## config.mk

```make
export PLATFORM = sky130hd
export DESIGN_NAME = tsw_block
export DESIGN_NICKNAME = d
export VERILOG_FILES = /design/src/rtl/tsw_pkg.sv /design/src/rtl/tsw_block.sv
export VERILOG_INCLUDE_DIRS = /design/src /design/src/rtl
export SDC_FILE = /design/constraint.sdc
export NUM_CORES = 1
export LEC_CHECK = 0
export BUFFER_PORTS_ARGS = -buffer_cell sky130_fd_sc_hd__buf_2
export CORE_AREA = 2 2 302 155
export CTS_BUF_LIST = sky130_fd_sc_hd__clkbuf_4
export CTS_CLUSTER_SIZE = 24
export DETAILED_ROUTE_END_ITERATION = 8
export DIE_AREA = 0 0 304 157
export PLACE_DENSITY = 0.57
export SLEW_MARGIN = 15
export SYNTH_ARGS = -nofsm -noshare
export SYNTH_HDL_FRONTEND = slang
export SYNTH_SLANG_ARGS = --single-unit
export TNS_END_PERCENT = 20
```

## constraint.sdc

```tcl
create_clock -name clk -period 10.6 [get_ports clk]
set_input_delay 1.06 -clock clk [delete_from_list [all_inputs] [get_ports clk]]
set_output_delay 1.06 -clock clk [all_outputs]
set_load 0.005 [all_outputs]
```

## src/rtl/tsw_consts.svh

```systemverilog
/*
  constants for the trigger timestamp and status word block: register
  offsets, status bit positions, reset values and timing figures.
  assumes inclusion by bare name; definitions only.
*/
`ifndef TSW_CONSTS_SVH
`define TSW_CONSTS_SVH

`define TSW_OFF_CTRL        12'h000
`define TSW_OFF_PERIOD      12'h004
`define TSW_OFF_TICKS_US    12'h008
`define TSW_OFF_MIN_GAP     12'h00C
`define TSW_OFF_POLL_TYPE   12'h010
`define TSW_OFF_CLEAR       12'h014
`define TSW_OFF_STATUS      12'h018
`define TSW_OFF_TIMESTAMP   12'h01C
`define TSW_OFF_IRQ_STATUS  12'h020
`define TSW_OFF_IRQ_MASK    12'h024
`define TSW_OFF_ACCEPT_CNT  12'h028

`define TSW_CLK_MHZ         20
`define TSW_PERIOD_RESET    32'h0000_0014
`define TSW_MIN_GAP_NS      2000
`define TSW_MIN_GAP_CYCLES  ((`TSW_MIN_GAP_NS * `TSW_CLK_MHZ + 999) / 1000)

`define TSW_B_VALID         0
`define TSW_B_AMP_CRC       1
`define TSW_B_FREQ          3
`define TSW_B_POWER         4
`define TSW_B_FAN           5
`define TSW_B_LOST          7
`define TSW_B_REF1          8
`define TSW_B_REF2          9
`define TSW_B_CODED_OK      10
`define TSW_B_CODED_ERR     11
`define TSW_B_HOMING        12
`define TSW_B_LIMIT         13
`define TSW_B_CONTENT_LO    5
`define TSW_B_BUSY          10
`define TSW_B_REFMARK       11
`define TSW_B_WARNING       12

`define TSW_IRQ_LOST        0
`define TSW_IRQ_ERROR       1
`define TSW_IRQ_PACKET      2
`define TSW_IRQ_BITS        3

`endif

```

## src/rtl/tsw_pkg.sv

```systemverilog
/*
  types of the trigger timestamp and status word block.
  assumes nothing beyond a SystemVerilog compiler.
*/
package tsw_pkg;
  typedef enum logic [1:0] {
    TSW_POLL_INCR   = 2'b00,
    TSW_POLL_SERPOS = 2'b01,
    TSW_POLL_DATUM  = 2'b10,
    TSW_POLL_AUX    = 2'b11
  } tsw_poll_t;

  typedef struct packed {
    logic amp_low;
    logic crc_err;
    logic freq_exceeded;
    logic power_err;
    logic fan_err;
    logic ref1_saved;
    logic ref2_saved;
    logic coded_ok;
    logic coded_err;
    logic err_msg1;
    logic err_msg2;
  } tsw_events_t;

  typedef struct packed {
    logic       homing;
    logic       limit;
    logic       busy;
    logic       refmark;
    logic       warning;
    logic [4:0] content;
  } tsw_levels_t;

  typedef struct packed {
    logic        valid;
    logic [31:0] timestamp;
    logic [15:0] status;
    logic [31:0] accept_count;
  } tsw_packet_t;

  typedef struct packed {
    logic [31:0] psel_addr_unused;
  } tsw_dummy_t;
endpackage
```

## src/rtl/tsw_block.sv

```systemverilog
/*
  trigger timestamp and per-channel status word, one axis, with apb slave.
  assumes triggers and encoder events are pulses on clk; levels may be
  asynchronous and are synchronised here.
*/
//
// Overview of operation
// - free-running timestamp counter, programmable tick
// - accepted trigger captures timestamp counter
// - enabled timestamp goes out with packet
// - tick is period value of clocks
// - readable constant gives clock ticks per microsecond
// - one status word per channel, independent of timestamp enable
// - status layout follows the poll type
// - bit0 valid except datum, bit1 amplitude or crc, 8-9 messages
// - bit3 frequency exceeded, reserved for serial and datum
// - bits 4,5,7 power, fan, lost trigger, except datum
// - incremental ref bits 8-11, auxiliary bit 8
// - bits 12,13 homing and limit at poll
// - datum: content bits 5-9, flags 10-12
// - error flags sticky until clear command
// - too-early trigger sets lost-trigger flag
`include "tsw_consts.svh"
module tsw_block #(
  parameter int unsigned TICKS_PER_US = `TSW_CLK_MHZ
) (
  input  wire logic                 clk,
  input  wire logic                 reset_n,
  input  wire logic                 psel,
  input  wire logic                 penable,
  input  wire logic                 pwrite,
  input  wire logic [11:0]          paddr,
  input  wire logic [31:0]          pwdata,
  output logic      [31:0]          prdata,
  output logic                      pready,
  output logic                      pslverr,
  input  wire logic                 trigger,
  input  wire logic                 position_valid,
  input  wire tsw_pkg::tsw_events_t events,
  input  wire tsw_pkg::tsw_levels_t levels_async,
  output tsw_pkg::tsw_packet_t      packet,
  output logic                      irq
);
  import tsw_pkg::*;

  // refuse a ticks value that the 16-bit read field cannot carry
  if (TICKS_PER_US == 0 || TICKS_PER_US > 65535) begin : g_bad_ticks
    $error("TICKS_PER_US out of range");
  end

  localparam logic [15:0] TICKS_US = 16'(TICKS_PER_US);
  localparam logic [31:0] MIN_GAP_RESET = 32'(`TSW_MIN_GAP_CYCLES);

  typedef struct packed {
    logic [31:0] period;
    logic [31:0] tick_cnt;
    logic [31:0] ts_counter;
    logic [31:0] timestamp;
    logic [31:0] min_gap;
    logic [31:0] gap_cnt;
    logic [31:0] accept_cnt;
    logic        ts_enable;
    tsw_poll_t   poll_type;
    tsw_events_t sticky;
    logic        lost;
    tsw_levels_t lv_meta;
    tsw_levels_t lv_sync;
    tsw_levels_t lv_poll;
    logic [`TSW_IRQ_BITS-1:0] irq_status;
    logic [`TSW_IRQ_BITS-1:0] irq_mask;
    logic [31:0] prdata;
    logic        pready;
    logic        pslverr;
    tsw_packet_t packet;
    logic        irq;
  } tsw_state_t;

  tsw_state_t st;
  tsw_state_t next_st;

  logic [15:0] status_word;
  logic        accepted;
  logic        too_early;
  logic        wr_access;
  logic        rd_access;
  logic [31:0] wdat;
  logic        err_any;
  tsw_levels_t poll_lv;

  //////////////////////////////////////////////////////////////////////////
  // status word assembly
  always_comb begin
    // levels as latched by the poll in progress, so the packet sees them
    poll_lv     = accepted ? st.lv_sync : st.lv_poll;
    status_word = 16'h0000;
    case (st.poll_type)
      TSW_POLL_INCR, TSW_POLL_AUX: begin
        status_word[`TSW_B_VALID]   = position_valid;
        status_word[`TSW_B_AMP_CRC] = st.sticky.amp_low;
        status_word[`TSW_B_FREQ]    = st.sticky.freq_exceeded;
        status_word[`TSW_B_POWER]   = st.sticky.power_err;
        status_word[`TSW_B_FAN]     = st.sticky.fan_err;
        status_word[`TSW_B_LOST]    = st.lost;
        status_word[`TSW_B_REF1]    = st.sticky.ref1_saved;
        if (st.poll_type == TSW_POLL_INCR) begin
          status_word[`TSW_B_REF2]      = st.sticky.ref2_saved;
          status_word[`TSW_B_CODED_OK]  = st.sticky.coded_ok;
          status_word[`TSW_B_CODED_ERR] = st.sticky.coded_err;
          status_word[`TSW_B_HOMING]    = poll_lv.homing;
          status_word[`TSW_B_LIMIT]     = poll_lv.limit;
        end
      end
      TSW_POLL_SERPOS: begin
        status_word[`TSW_B_VALID]   = position_valid;
        status_word[`TSW_B_AMP_CRC] = st.sticky.crc_err;
        status_word[`TSW_B_POWER]   = st.sticky.power_err;
        status_word[`TSW_B_FAN]     = st.sticky.fan_err;
        status_word[`TSW_B_LOST]    = st.lost;
        status_word[`TSW_B_REF1]    = st.sticky.err_msg1;
        status_word[`TSW_B_REF2]    = st.sticky.err_msg2;
      end
      TSW_POLL_DATUM: begin
        status_word[`TSW_B_AMP_CRC] = st.sticky.crc_err;
        status_word[`TSW_B_CONTENT_LO +: 5] = poll_lv.content;
        status_word[`TSW_B_BUSY]    = poll_lv.busy;
        status_word[`TSW_B_REFMARK] = poll_lv.refmark;
        status_word[`TSW_B_WARNING] = poll_lv.warning;
      end
      default: status_word = 16'h0000;
    endcase
  end

  //////////////////////////////////////////////////////////////////////////
  // next state
  always_comb begin
    next_st   = st;
    wdat      = pwdata;
    wr_access = psel && penable && pwrite;
    rd_access = psel && !penable && !pwrite;
    too_early = trigger && (st.gap_cnt < st.min_gap);
    accepted  = trigger && !too_early;
    err_any   = |events;

    next_st.lv_meta = levels_async;
    next_st.lv_sync = st.lv_meta;

    if (st.tick_cnt + 32'h0000_0001 >= st.period) begin
      next_st.tick_cnt   = 32'h0000_0000;
      next_st.ts_counter = st.ts_counter + 32'h0000_0001;
    end else begin
      next_st.tick_cnt = st.tick_cnt + 32'h0000_0001;
    end

    if (st.gap_cnt != 32'hFFFF_FFFF)
      next_st.gap_cnt = st.gap_cnt + 32'h0000_0001;

    if (accepted) begin
      next_st.timestamp  = st.ts_counter;
      next_st.gap_cnt    = 32'h0000_0000;
      next_st.accept_cnt = st.accept_cnt + 32'h0000_0001;
      next_st.lv_poll    = st.lv_sync;
    end
    next_st.packet.valid = accepted;
    if (accepted) begin
      next_st.packet.timestamp    = st.ts_enable ? st.ts_counter
                                                 : 32'h0000_0000;
      next_st.packet.status       = status_word;
      next_st.packet.accept_count = st.accept_cnt + 32'h0000_0001;
    end

    // apb: answer in the access cycle, zero wait
    next_st.pready  = psel && !penable;
    next_st.pslverr = 1'b0;
    if (rd_access) begin
      case (paddr)
        `TSW_OFF_CTRL:       next_st.prdata = {31'h0, st.ts_enable};
        `TSW_OFF_PERIOD:     next_st.prdata = st.period;
        `TSW_OFF_TICKS_US:   next_st.prdata = {16'h0000, TICKS_US};
        `TSW_OFF_MIN_GAP:    next_st.prdata = st.min_gap;
        `TSW_OFF_POLL_TYPE:  next_st.prdata = {30'h0, st.poll_type};
        `TSW_OFF_CLEAR:      next_st.prdata = 32'h0000_0000;
        `TSW_OFF_STATUS:     next_st.prdata = {16'h0000, status_word};
        `TSW_OFF_TIMESTAMP:  next_st.prdata = st.timestamp;
        `TSW_OFF_IRQ_STATUS: next_st.prdata = {29'h0, st.irq_status};
        `TSW_OFF_IRQ_MASK:   next_st.prdata = {29'h0, st.irq_mask};
        `TSW_OFF_ACCEPT_CNT: next_st.prdata = st.accept_cnt;
        default: begin
          next_st.prdata  = 32'h0000_0000;
          next_st.pslverr = 1'b1;
        end
      endcase
    end else if (psel && !penable) begin
      next_st.prdata = 32'h0000_0000;
      case (paddr)
        `TSW_OFF_CTRL, `TSW_OFF_PERIOD, `TSW_OFF_MIN_GAP,
        `TSW_OFF_POLL_TYPE, `TSW_OFF_CLEAR, `TSW_OFF_IRQ_STATUS,
        `TSW_OFF_IRQ_MASK: next_st.pslverr = 1'b0;
        default: next_st.pslverr = 1'b1;
      endcase
    end

    // writes take effect at the access edge; clears lose to new events
    if (wr_access) begin
      case (paddr)
        `TSW_OFF_CTRL:      next_st.ts_enable = wdat[0];
        `TSW_OFF_PERIOD:    next_st.period = (wdat == 32'h0) ? 32'h1 : wdat;
        `TSW_OFF_MIN_GAP:   next_st.min_gap = wdat;
        `TSW_OFF_POLL_TYPE: next_st.poll_type = tsw_poll_t'(wdat[1:0]);
        `TSW_OFF_CLEAR: begin
          next_st.sticky = st.sticky & ~tsw_events_t'(wdat[10:0]);
          if (wdat[11])
            next_st.lost = 1'b0;
        end
        `TSW_OFF_IRQ_STATUS:
          next_st.irq_status = st.irq_status & ~wdat[`TSW_IRQ_BITS-1:0];
        `TSW_OFF_IRQ_MASK:  next_st.irq_mask = wdat[`TSW_IRQ_BITS-1:0];
        default: next_st.ts_enable = st.ts_enable;
      endcase
    end

    next_st.sticky = next_st.sticky | events;
    if (too_early)
      next_st.lost = 1'b1;

    if (too_early)
      next_st.irq_status[`TSW_IRQ_LOST] = 1'b1;
    if (err_any)
      next_st.irq_status[`TSW_IRQ_ERROR] = 1'b1;
    if (accepted)
      next_st.irq_status[`TSW_IRQ_PACKET] = 1'b1;
    next_st.irq = |(next_st.irq_status & next_st.irq_mask);
  end

  //////////////////////////////////////////////////////////////////////////
  // state register
  always_ff @(posedge clk or negedge reset_n) begin
    if (!reset_n) begin
      st            <= '0;
      st.period     <= `TSW_PERIOD_RESET;
      st.min_gap    <= MIN_GAP_RESET;
      st.gap_cnt    <= 32'hFFFF_FFFF;
    end else begin
      st <= next_st;
    end
  end

  assign prdata  = st.prdata;
  assign pready  = st.pready;
  assign pslverr = st.pslverr;
  assign packet  = st.packet;
  assign irq     = st.irq;
endmodule

```

==> flow_metrics.py <==
metrics = {
    "floorplanning": {
        "std_cell_rows": 55,
        "pin_count": 188,
        "core_area_sq_um": 44800,
        "start_util_pct": 39.7,
        "die_h_um": 157,
        "die_area_sq_um": 47700,
        "die_x_um": 304,
    },
    "sta": {
        "setup_viol_count_final": 0,
        "max_freq_mhz": 226,
        "maxSlewHeadroom_pct": 29.0,
        "skew_ps": 53.3,
        "period_share_pct": 41.7,
        "worst_slew_pin_slew_ps": 1050,
        "slew_viol_final": 0,
        "hold_violations": 0,
        "min_period_ps": 4420,
        "setup_tns_ps": 0,
        "rsz0062_at_grt": "false",
    },
    "clocking": {
        "cts-buffers-inserted": 89,
        "cts_resized": 0,
        "cts_sinks": 356,
        "cts_root_buf": "clkbuf_4",
        "cts_tree": "yes",
        "postCtsHoldBufs": 0,
        "h-tree-depth": 3,
        "cts_buffer_depth": 3,
        "post_cts_buffers": 0,
        "clkLatencyLatePin_ps": 790,
        "cts.clk_slew.worst_paths_ps": 70,
    },
    "logic_synthesis": {
        "synth-simple-area-share_pct": 16.8,
        "yosysWarnings": 0,
        "netlist_instances": 1775,
        "synth-xor-area-share_pct": 5.61,
        "syn_area_sq_um": 17800,
        "synthAdderAreaFrac_pct": 4.92,
        "synthArstFlopShare_pct": 100,
        "muxShareOfSynthArea_pct": 3.21,
        "synth-compound-area-share_pct": 11.0,
        "synthDistinctLibCells": 62,
        "seq_area_frac_synth_pct": 50.3,
        "synth_edf_count": 0,
        "synth_top_family_by_area": "simple AND/OR/NAND/NOR gates",
        "synth_top_area_share_pct": 45.0,
        "syn_area_per_cell_sq_um": 10.0,
        "ys.flop_type": "dfrtp_1",
        "synth_seq_cells": 356,
        "yosys-top-cells-area": "dfrtp_1 45%, nand2_1 6.4%, dfstp_2 5.3%, ha_1 4.9%, buf_4 4.8%",
        "synth_top_cell_by_area": "dfrtp_1",
    },
    "finish": {
        "layout.nets": 2027,
        "final_common_cell": "dfrtp_1",
        "fin_util_pct": 43.8,
        "final_cell_mix": "320 x dfrtp_1, 302 x nand2_1, 183 x buf_2, 125 x clkbuf_4, 82 x inv_1",
        "fill_cells": 4354,
        "final_area_sq_um": 19600,
        "syn_to_final_growth_pct": 10.2,
        "drive_gt1_share_pct": 21.1,
    },
    "critical_path": {
        "slowest_stage": "nor2_1",
        "end_kind": "register",
        "worst_path_largest_cell_delay_ps": 410,
        "crit_family": "simple AND/OR/NAND/NOR gates",
        "crit_buf_inv": 1,
        "worstPathArrival_ps": 5080,
        "critPathMaxFanout": 65,
        "worstSetupPathType": "register to register",
        "cp_cell_sequence": "nand3_1, nor2_1, nand2_1, nor2_1, and3_1, xor2_1, ha_1, a21o_1, a21o_1, a21oi_1, o22ai_1, or4_1, a211o_2, buf_4, mux2_1",
        "crit_required_ps": 11270,
        "crit_path_start_kind": "register",
    },
    "global_routing": {
        "antenna_found_initial": 1,
        "grt-ovfl-total": 0,
        "grtUsageTotal_pct": 21.8,
        "grt_pass1_vias": 13300,
        "grt_pass1_wl_mm": 79.5,
        "grt_max_degree": 98,
    },
    "detailed_routing": {
        "via_count": 13400,
        "routed_wl_mm": 51.6,
        "remaining_drc_errors": 0,
        "wl_per_cell_um": 20.3,
        "first_pass_iters": 7,
        "drt-initial-drc-count": 1138,
        "viasPerCell": 5.29,
        "drtAntennaViolNets": 0,
    },
    "status": {
        "status": "complete, no violations",
    },
    "power": {
        "p_leak_nw": 9.38,
        "p_sw_mw": 1.01,
        "p_total_mw": 3.21,
        "irDropWorstVdd_mv": 0.129,
        "p_per_area_nw_per_um2": 164,
        "intPower_mw": 2.20,
        "sw_frac_of_total_pct": 31.3,
        "comb_power_share_pct": 15.3,
        "clockPowerShare_pct": 36.6,
        "p_seq_share_pct": 48.0,
    },
    "place": {
        "place_area_sq_um": 18500,
        "routabilityCongestion": 0.907,
        "io_buffers": 184,
        "dp_hpwl_mm": 36.8,
    },
    "worst_hold_path": {
        "hp-class": "input port to asynchronous set/reset pin",
    },
    "job": {
        "drv_cap": 0,
    },
}
[worst reg2reg max path, stage by stage, from the launching register on]
cell	delay [ps]
dfrtp_1	400
nand3_1	150
nor2_1	410
nand2_1	140
nor2_1	310
and3_1	300
xor2_1	250
ha_1	290
a21o_1	160
a21o_1	160
a21oi_1	160
o22ai_1	90
or4_1	410
a211o_2	310
buf_4	320
mux2_1	450
[through the flow]
| step | instances | hold slack [ps] | worst slack (ps) |
|---|---|---|---|
| 2_1_floorplan | 1777 | 331 | 6870 |
| 3_3_place_gp | 2392 | 332 | 6260 |
| 3_5_place_dp | 2392 | 336 | 6250 |
| 4_1_cts | 2536 | 285 | 6250 |
| 5_1_grt | 2537 | 313 | 5850 |
| 6_report | 2537 | 296 | 6180 |
[cell families after synthesis]
kind of cell	count (synthesis)
DFF	356
buffers and inverters	269
and+or+nand+nor	634
other	1
adders and majority gates	70
muxes	50
AOI/OAI and AO/OA	281
xor gates and xnor gates	114
[sequential cells by signal, summed over array words and instances, names as in the netlist]
register / cells
packet: 78
pslverr: 1
pready: 1
irq: 1
st: 233
prdata: 32
next_st: 10
[routing by layer]
metal	share of wire [%]	GRT usage, %	up-vias	routed length, um
met4	2.0	6.61	0	1050
li1	-	-	6310	-
met3	6.2	4.46	76	3210
met5	0	0	-	0
met1	48	31.6	6667	24700
met2	44	32.8	369	22600
[area by class of cell]
| cell class | instances | area, sq um | share of cell area (%) |
|---|---|---|---|
| Multi-Input combinational cell | 1152 | 7430 | 37.9 |
| Timing Repair Buffer | 203 | 1070 | 5.47 |
| Inverter | 83 | 312 | 1.59 |
| Sequential cell | 356 | 8950 | 45.6 |
| Clock buffer | 125 | 938 | 4.78 |
| Antenna cell | 1 | 2.50 | 0.0128 |
| Clock inverter | 19 | 156 | 0.797 |
| Tap cell | 598 | 748 | 3.81 |
[synth_stat cells, types with 10 or more instances]
| cell | instances |
|---|---|
| o21ai_0 | 60 |
| ha_1 | 70 |
| a222oi_1 | 30 |
| a21o_1 | 42 |
| and4_1 | 10 |
| nor4_1 | 20 |
| a22o_1 | 32 |
| and3_1 | 35 |
| nand3_1 | 67 |
| a21oi_1 | 61 |
| dfstp_2 | 36 |
| clkbuf_1 | 54 |
| buf_4 | 113 |
| mux2_2 | 19 |
| nor2b_1 | 33 |
| nand2_1 | 302 |
| nor3_1 | 23 |
| dfrtp_1 | 320 |
| nand4_1 | 46 |
| mux2_1 | 26 |
| inv_1 | 82 |
| nor2_1 | 65 |
| xnor2_1 | 74 |
| xor2_1 | 40 |
| a22oi_1 | 13 |
| buf_1 | 14 |
[path summary, 6_finish.rpt]
path / from / to / slack (ps) / cells after the start
worst min register to register: next_st[141]$_DFF_PN0_ / st[141]$_DFF_PN0_ / 350 / 0
min in group clk: next_st[141]$_DFF_PN0_ / st[141]$_DFF_PN0_ / 350 / 0
worst max register to register: st[327]$_DFF_PN0_ / st[296]$_DFFE_PN0P_ / 6180 / 15
max in group asynchronous: reset_n / packet[21]$_DFFE_PN0P_ / 8000 / 3
worst max-delay path: st[327]$_DFF_PN0_ / st[296]$_DFFE_PN0P_ / 6180 / 15
worst min-delay path: reset_n / next_st[139]$_DFF_PN0_ / 300 / 1
[power groups by stage]
stage / registers (mW) / logic [mW] / clock network [mW]
5_1_grt: 1.55 / 0.549 / 1.28
2_1_floorplan: 1.52 / 0.360 / 0
6_report: 1.54 / 0.493 / 1.18
3_5_place_dp: 1.57 / 0.494 / 0
4_1_cts: 1.54 / 0.497 / 1.21
3_3_place_gp: 1.56 / 0.492 / 0
Power figures use the tool's default switching activity.
